<file path="src/hdl/adcrf_pkg.sv">
// Package: register map, field layout and shared types of the result formatting block.
// Assumes a single system clock domain and an AHB-Lite register bus.
package adcrf_pkg;
  // ----------------------------------------------------------------
  // Register byte offsets
  // ----------------------------------------------------------------
  localparam logic [7:0] CTRL_OFFSET       = 8'h00;
  localparam logic [7:0] FORMAT_OFFSET     = 8'h04;
  localparam logic [7:0] RESULT_HIGH_OFFSET = 8'h08;
  localparam logic [7:0] RESULT_LOW_OFFSET  = 8'h0c;
  // ----------------------------------------------------------------
  // Field positions
  // ----------------------------------------------------------------
  localparam int ENABLE_BIT  = 0;
  localparam int START_BIT   = 1;
  localparam int CHAN_LSB    = 2;
  localparam int JUSTIFY_BIT = 7;
  // ----------------------------------------------------------------
  // Widths, codes and reset values
  // ----------------------------------------------------------------
  localparam int RESULT_WIDTH = 10;
  localparam int CHAN_WIDTH   = 5;
  localparam logic [4:0] TEMP_CHANNEL     = 5'h1d;
  localparam logic [7:0] CTRL_RESET       = 8'h00;
  localparam logic [7:0] FORMAT_RESET     = 8'h00;
  localparam logic [9:0] RESULT_CODE_MAX  = 10'h3ff;

  typedef struct packed {
    logic       request;
    logic [4:0] channel;
  } adcrf_conv_req_type;

  typedef struct packed {
    logic       done;
    logic [9:0] code;
  } adcrf_conv_rsp_type;
endpackage

</file>
<file path="src/hdl/adcrf_result_format.sv">
// Digital side of the converter: control, format select and result registers.
// Assumes an analog core that answers each request with one done pulse and a code.
// Summary of operation
// [RULE_01] Left format: result bits 1..0 go to low register bits 7..6.
// [RULE_02] Right format: result bits 9..8 go to high register bits 1..0.
// [RULE_03] Right format: result bits 7..0 fill the low register.
// [RULE_04] Software waits an acquisition interval after channel change before starting.
// [RULE_05] Each result is a ten-bit unsigned code, 1024 steps.
// [RULE_06] Temperature indicator is reached internally through the channel multiplexer.
// [RULE_07] Result registers are not cleared by reset; they hold their contents.
// [RULE_08] Left format: result bits 9..2 fill the high register.
// [RULE_09] Unused six bits of the partly filled register are zero on load.
// [RULE_10] Start bit stays set during conversion and clears itself at completion.
// [RULE_11] Channel code 11101 selects the temperature indicator.
// [RULE_12] Both result registers load together, only when a conversion completes. Here bus writes to either result offset also load that register alone.
//
// Decided for this implementation: the register offsets and the AHB-Lite interface to the registers.
module adcrf_result_format (
  input  wire logic                          clk_sys,
  input  wire logic                          reset,
  input  wire logic                          hsel,
  input  wire logic [31:0]                   haddr,
  input  wire logic [1:0]                    htrans,
  input  wire logic                          hwrite,
  input  wire logic [2:0]                    hsize,
  input  wire logic [31:0]                   hwdata,
  input  wire logic                          hready,
  output logic      [31:0]                   hrdata,
  output logic                               hreadyout,
  output logic                               hresp,
  output adcrf_pkg::adcrf_conv_req_type      convReq,
  output logic                               tempSelect,
  output logic                               converterEnable,
  input  wire adcrf_pkg::adcrf_conv_rsp_type convRsp
);
  // ----------------------------------------------------------------
  // Bus address phase capture
  // ----------------------------------------------------------------
  logic       wrPending;
  logic [7:0] wrAddr;
  logic       phaseTaken;

  assign phaseTaken = hsel && hready && htrans[1];
  assign hreadyout  = 1'b1;
  assign hresp      = 1'b0;

  always_ff @(posedge clk_sys or posedge reset) begin
    if (reset) begin
      wrPending <= 1'b0;
      wrAddr    <= 8'h00;
    end else begin
      wrPending <= phaseTaken && hwrite;
      wrAddr    <= phaseTaken ? haddr[7:0] : wrAddr;
    end
  end

  // ----------------------------------------------------------------
  // Control and format registers
  // ----------------------------------------------------------------
  logic       enable;
  logic       busy;
  logic [4:0] channel;
  logic       justifyRight;
  logic       wrCtrl;

  assign wrCtrl = wrPending && (wrAddr == adcrf_pkg::CTRL_OFFSET);

  always_ff @(posedge clk_sys or posedge reset) begin
    if (reset) begin
      enable  <= adcrf_pkg::CTRL_RESET[adcrf_pkg::ENABLE_BIT];
      channel <= adcrf_pkg::CTRL_RESET[adcrf_pkg::CHAN_LSB +: adcrf_pkg::CHAN_WIDTH];
    end else if (wrCtrl) begin
      enable  <= hwdata[adcrf_pkg::ENABLE_BIT];
      channel <= hwdata[adcrf_pkg::CHAN_LSB +: adcrf_pkg::CHAN_WIDTH];
    end
  end

  always_ff @(posedge clk_sys or posedge reset) begin
    if (reset) begin
      justifyRight <= adcrf_pkg::FORMAT_RESET[adcrf_pkg::JUSTIFY_BIT];
    end else if (wrPending && (wrAddr == adcrf_pkg::FORMAT_OFFSET)) begin
      justifyRight <= hwdata[adcrf_pkg::JUSTIFY_BIT];
    end
  end

  // Completion wins over a software write in the same cycle
  always_ff @(posedge clk_sys or posedge reset) begin
    if (reset) begin
      busy <= 1'b0;
    end else if (busy && convRsp.done) begin
      busy <= 1'b0; // RULE_10
    end else if (wrCtrl) begin
      busy <= hwdata[adcrf_pkg::START_BIT] && hwdata[adcrf_pkg::ENABLE_BIT]; // RULE_10
    end else if (!enable) begin
      busy <= 1'b0;
    end
  end

  // Start is not delayed here; software owns the acquisition wait
  assign convReq.request  = busy; // RULE_10
  assign convReq.channel  = channel;
  assign converterEnable  = enable;
  assign tempSelect       = (channel == adcrf_pkg::TEMP_CHANNEL); // RULE_06 RULE_11

  // ----------------------------------------------------------------
  // Result registers: no reset, loaded as a pair on completion
  // ----------------------------------------------------------------
  logic [7:0] resultHigh;
  logic [7:0] resultLow;
  logic [9:0] code;
  logic       loadResult;

  assign code       = convRsp.code & adcrf_pkg::RESULT_CODE_MAX; // RULE_05
  assign loadResult = busy && convRsp.done;

  always_ff @(posedge clk_sys) begin
    if (loadResult) begin // RULE_12 RULE_07
      if (justifyRight) begin
        resultHigh <= {6'h00, code[9:8]}; // RULE_02 RULE_09
        resultLow  <= code[7:0]; // RULE_03
      end else begin
        resultHigh <= code[9:2]; // RULE_08
        resultLow  <= {code[1:0], 6'h00}; // RULE_01 RULE_09
      end
    end else if (wrPending && (wrAddr == adcrf_pkg::RESULT_HIGH_OFFSET)) begin
      resultHigh <= hwdata[7:0];
    end else if (wrPending && (wrAddr == adcrf_pkg::RESULT_LOW_OFFSET)) begin
      resultLow <= hwdata[7:0];
    end
  end

  // ----------------------------------------------------------------
  // Read data
  // ----------------------------------------------------------------
  logic [31:0] next_hrdata;

  always_comb begin
    next_hrdata = 32'h0000_0000;
    unique case (haddr[7:0])
      adcrf_pkg::CTRL_OFFSET: next_hrdata = {24'h000000, 1'b0, channel, busy, enable};
      adcrf_pkg::FORMAT_OFFSET: next_hrdata = {24'h000000, justifyRight, 7'h00};
      adcrf_pkg::RESULT_HIGH_OFFSET: next_hrdata = {24'h000000, resultHigh};
      adcrf_pkg::RESULT_LOW_OFFSET: next_hrdata = {24'h000000, resultLow};
      default: next_hrdata = 32'h0000_0000;
    endcase
  end

  always_ff @(posedge clk_sys or posedge reset) begin
    if (reset) begin
      hrdata <= 32'h0000_0000;
    end else if (phaseTaken && !hwrite) begin
      hrdata <= next_hrdata;
    end
  end

  // ----------------------------------------------------------------
  // Assertion helper: results stay undefined until the first load
  // ----------------------------------------------------------------
  logic resultsLoaded;

  always_ff @(posedge clk_sys or posedge reset) begin
    if (reset) begin
      resultsLoaded <= 1'b0;
    end else if (loadResult) begin
      resultsLoaded <= 1'b1;
    end
  end
endmodule

</file>
<file path="config.mk">
export PLATFORM = sky130hd
export DESIGN_NAME = adcrf_result_format
export DESIGN_NICKNAME = d
export VERILOG_FILES = /design/src/hdl/adcrf_pkg.sv /design/src/hdl/adcrf_result_format.sv
export SDC_FILE = /design/constraint.sdc
export NUM_CORES = 1
export LEC_CHECK = 0
export BUFFER_PORTS_ARGS = -buffer_cell sky130_fd_sc_hd__buf_4
export CAP_MARGIN = 20
export CORE_UTILIZATION = 43
export DETAILED_ROUTE_END_ITERATION = 10
export GPL_ROUTABILITY_DRIVEN = 0
export MAX_ROUTING_LAYER = met4
export PLACE_DENSITY = 0.8
export RECOVER_POWER = 50
export SYNTH_ARGS = -nofsm -noshare
export SYNTH_HDL_FRONTEND = slang
export SYNTH_SLANG_ARGS = --single-unit
</file>
<file path="constraint.sdc">
create_clock -name clk_sys -period 3.15 [get_ports clk_sys]
set_clock_uncertainty 0.2 [all_clocks]
set_input_delay 0.63 -clock clk_sys [delete_from_list [all_inputs] [get_ports clk_sys]]
set_output_delay 0.63 -clock clk_sys [all_outputs]
set_load 0.01 [all_outputs]
</file>
==> metrics.yaml <==
drc: 0
synthCells: 178
cts_made_buffers: 5
p_per_area_mw_per_mm2: 439.1
maxSlewHeadroom: 0.3728
htreeDepth: 2
cts_resized: 0
die_x_um: 71.98
dp_cells: 283
post_cts.repair.setup_buffers: 0
area_growth_pct: 15.98
p_leak_nw: 1.070
yosysUniqueCellTypes: 29
cts_sinks: 41
cp-end-kind: "flop"
drv_cap: 0
crit_required_ns: 2.89
synth_edf_count: 16
first_pass_iters: 4
clock_latency_ns: 0.29
ys_warn_count: 0
synth_seq_cells: 41
place_area_sq_mm: 0.002409
startpoint_type: "flop"
viasPerCell: 4.887
fin_setup_tns_ns: 0
synth_area_sq_mm: 0.002106
slowest_delay_ns: 0.58
pin_count: 127
multiInputGateArea_sq_um: 847.1
num_rows: 25
timing.final.crit_share: 0.7753
layout-drive-gt1-share: 0.2813
final_antenna_net_count: 0
grt_overflow: 0
grt_pass1_vias: 1377
ctsLongestPathBuffers: 2
final_cell_area_sq_mm: 0.002442
holdWs_ns: 0.2896
synth.largest_area_cell: "dfrtp_1"
slew_violations: 0
ys_seq_area_frac: 0.5253
syn_area_per_cell_sq_um: 11.83
ys.flop_type: "dfrtp_1"
wirelength_um: 3896
post-dp-hpwl_um: 3045
final_core_util: 0.5171
antennaDiodeCount: 0
async_flop_share: 0.6098
finalHoldViolCount: 0
coreArea_sq_mm: 0.004723
fin_cells: 291
crit_family: "simple AND/OR/NAND/NOR gates"
grt_max_degree: 26
critPathArrivalTime_ns: 2.18
setup_viol: 0
ir_drop_mv: 0.2262
clk_pin_slew_worst_paths_ns: 0.08
synth_top_cells_by_count: "buf_4, dfrtp_1, nand2_1, edfxtp_1, mux2_2"
hp-class: "flop to flop"
cts_tree: "built"
start_util: 0.4458
tightest_slew_ns: 0.9398
rsz0062_at_grt: "no"
status: "completed"
clockRootBuffer: "clkbuf_8"
layout_min_cycle_time_ns: 2.442
netlist.area_leader.share: 0.2971
regArea_sq_mm: 0.001106
fmax_mhz: 409.5
dieHeight_um: 71.98
fillers: 438
grt_pass1_wl_um: 6527
yosysMostFrequentCell: "buf_4"
track_usage: 0.1718
antenna_found_initial: 0
io_buffers: 48
routedWlPerCell_um: 13.39
dieArea_sq_mm: 0.005181
ctsHoldBuffers: 0
synthTopCellsByArea: "dfrtp_1, edfxtp_1, buf_4, mux2_2, mux2i_1"
vias: 1422
final_nets: 308
path_class: "flop to flop"
dr.first_iter.drc_count: 67
cp_slowest_cell: "or4_4"
cp.buffers_inverters: 0
cp_cell_sequence: "or4_4, or4b_4, o21ai_2"
worstPathMaxFanout: 8
==> layout by cell type, fill, tap and decap left out <==
cell and instances:
mux2_2 16, nor3_1 1, nor2_1 2, clkinvlp_4 1, or4b_1 1, nor3_4 1
and2_1 1, o21ai_1 8, nand3b_1 1, clkinv_2 2, clkbuf_1 14, nand3_1 2
mux2i_1 13, buf_4 31, a22o_1 8, nand4b_1 1, or4_1 2, nand2b_1 3
inv_1 3, o21ai_2 2, or4b_4 1, dfrtp_1 25, clkbuf_8 5, clkbuf_4 3
nand2_1 17, a2bb2oi_1 7, o21ai_0 8, edfxtp_1 16, or4_4 1, conb_1 26
nor4bb_1 1, and3_1 1
==> power breakdown <==
part | internal [mW] | switching (mW) | total [mW]
Combinational | 0.0716 | 0.0658 | 0.137
Sequential | 0.581 | 0.0241 | 0.605
Clock | 0.153 | 0.177 | 0.330
==> logic make-up after synthesis <==
group           synth area share
compound gates            0.1087
buf+inv                   0.1153
flops                     0.5253
mux                       0.1474
other cells             0.003566
simple gates             0.09983
==> metrics by stage <==
stage / total power [mW] / setup slack [ns]
after global routing: 1.129 / 0.6238
after CTS: 1.084 / 0.6968
after floorplan: 0.7178 / 0.8648
final: 1.072 / 0.7078
after global placement: 0.7522 / 0.7385
after detailed placement: 0.7582 / 0.7175
==> metal layers <==
| layer | track usage | vias up | wire (um) |
|---|---|---|---|
| met3 | 0.05556 | 2 | 227 |
| met5 | - | - | 0 |
| met4 | 0.05011 | 0 | 29 |
| met2 | 0.2652 | 61 | 1879 |
| li1 | - | 683 | - |
| met1 | 0.2179 | 676 | 1760 |
==> flip-flops by register name, indices dropped and copies added, names as in the netlist <==
register and cells:
justifyRight 1, resultLow 8, wrAddr 8, resultHigh 8, hrdata 8, channel 5
busy 1, wrPending 1, converterEnable 1
==> worst paths after layout <==
check,slack [ns],depth (start not counted),start,to
max,0.71,3,wrAddr[6],resultLow[1]
min,0.29,2,hrdata[7],hrdata[7]
max reg2reg,0.71,3,wrAddr[6],resultLow[1]
min reg2reg,0.29,2,hrdata[7],hrdata[7]
max in group asynchronous,1.82,2,reset,hrdata[2]
min in group asynchronous,0.35,2,reset,wrAddr[6]
==> area by class of cell <==
| cell class | count | share of cell area |
|---|---|---|
| tap | 67 | 0.03432 |
| sequential | 41 | 0.4529 |
| clock inverter | 3 | 0.007172 |
| clock buffer | 5 | 0.02818 |
| multi-input combinational | 124 | 0.3468 |
| inverter | 3 | 0.004611 |
| timing repair buffer | 48 | 0.1260 |
==> worst register-to-register path, delay by kind of cell, from the launching register on <==
family / cells / cell delay [ns]
and+or+nand+nor: 2 / 1.14
DFF: 1 / 0.39
AOI/OAI and AO/OA: 1 / 0.37
Note: power is estimated with default switching activity, not from simulation.
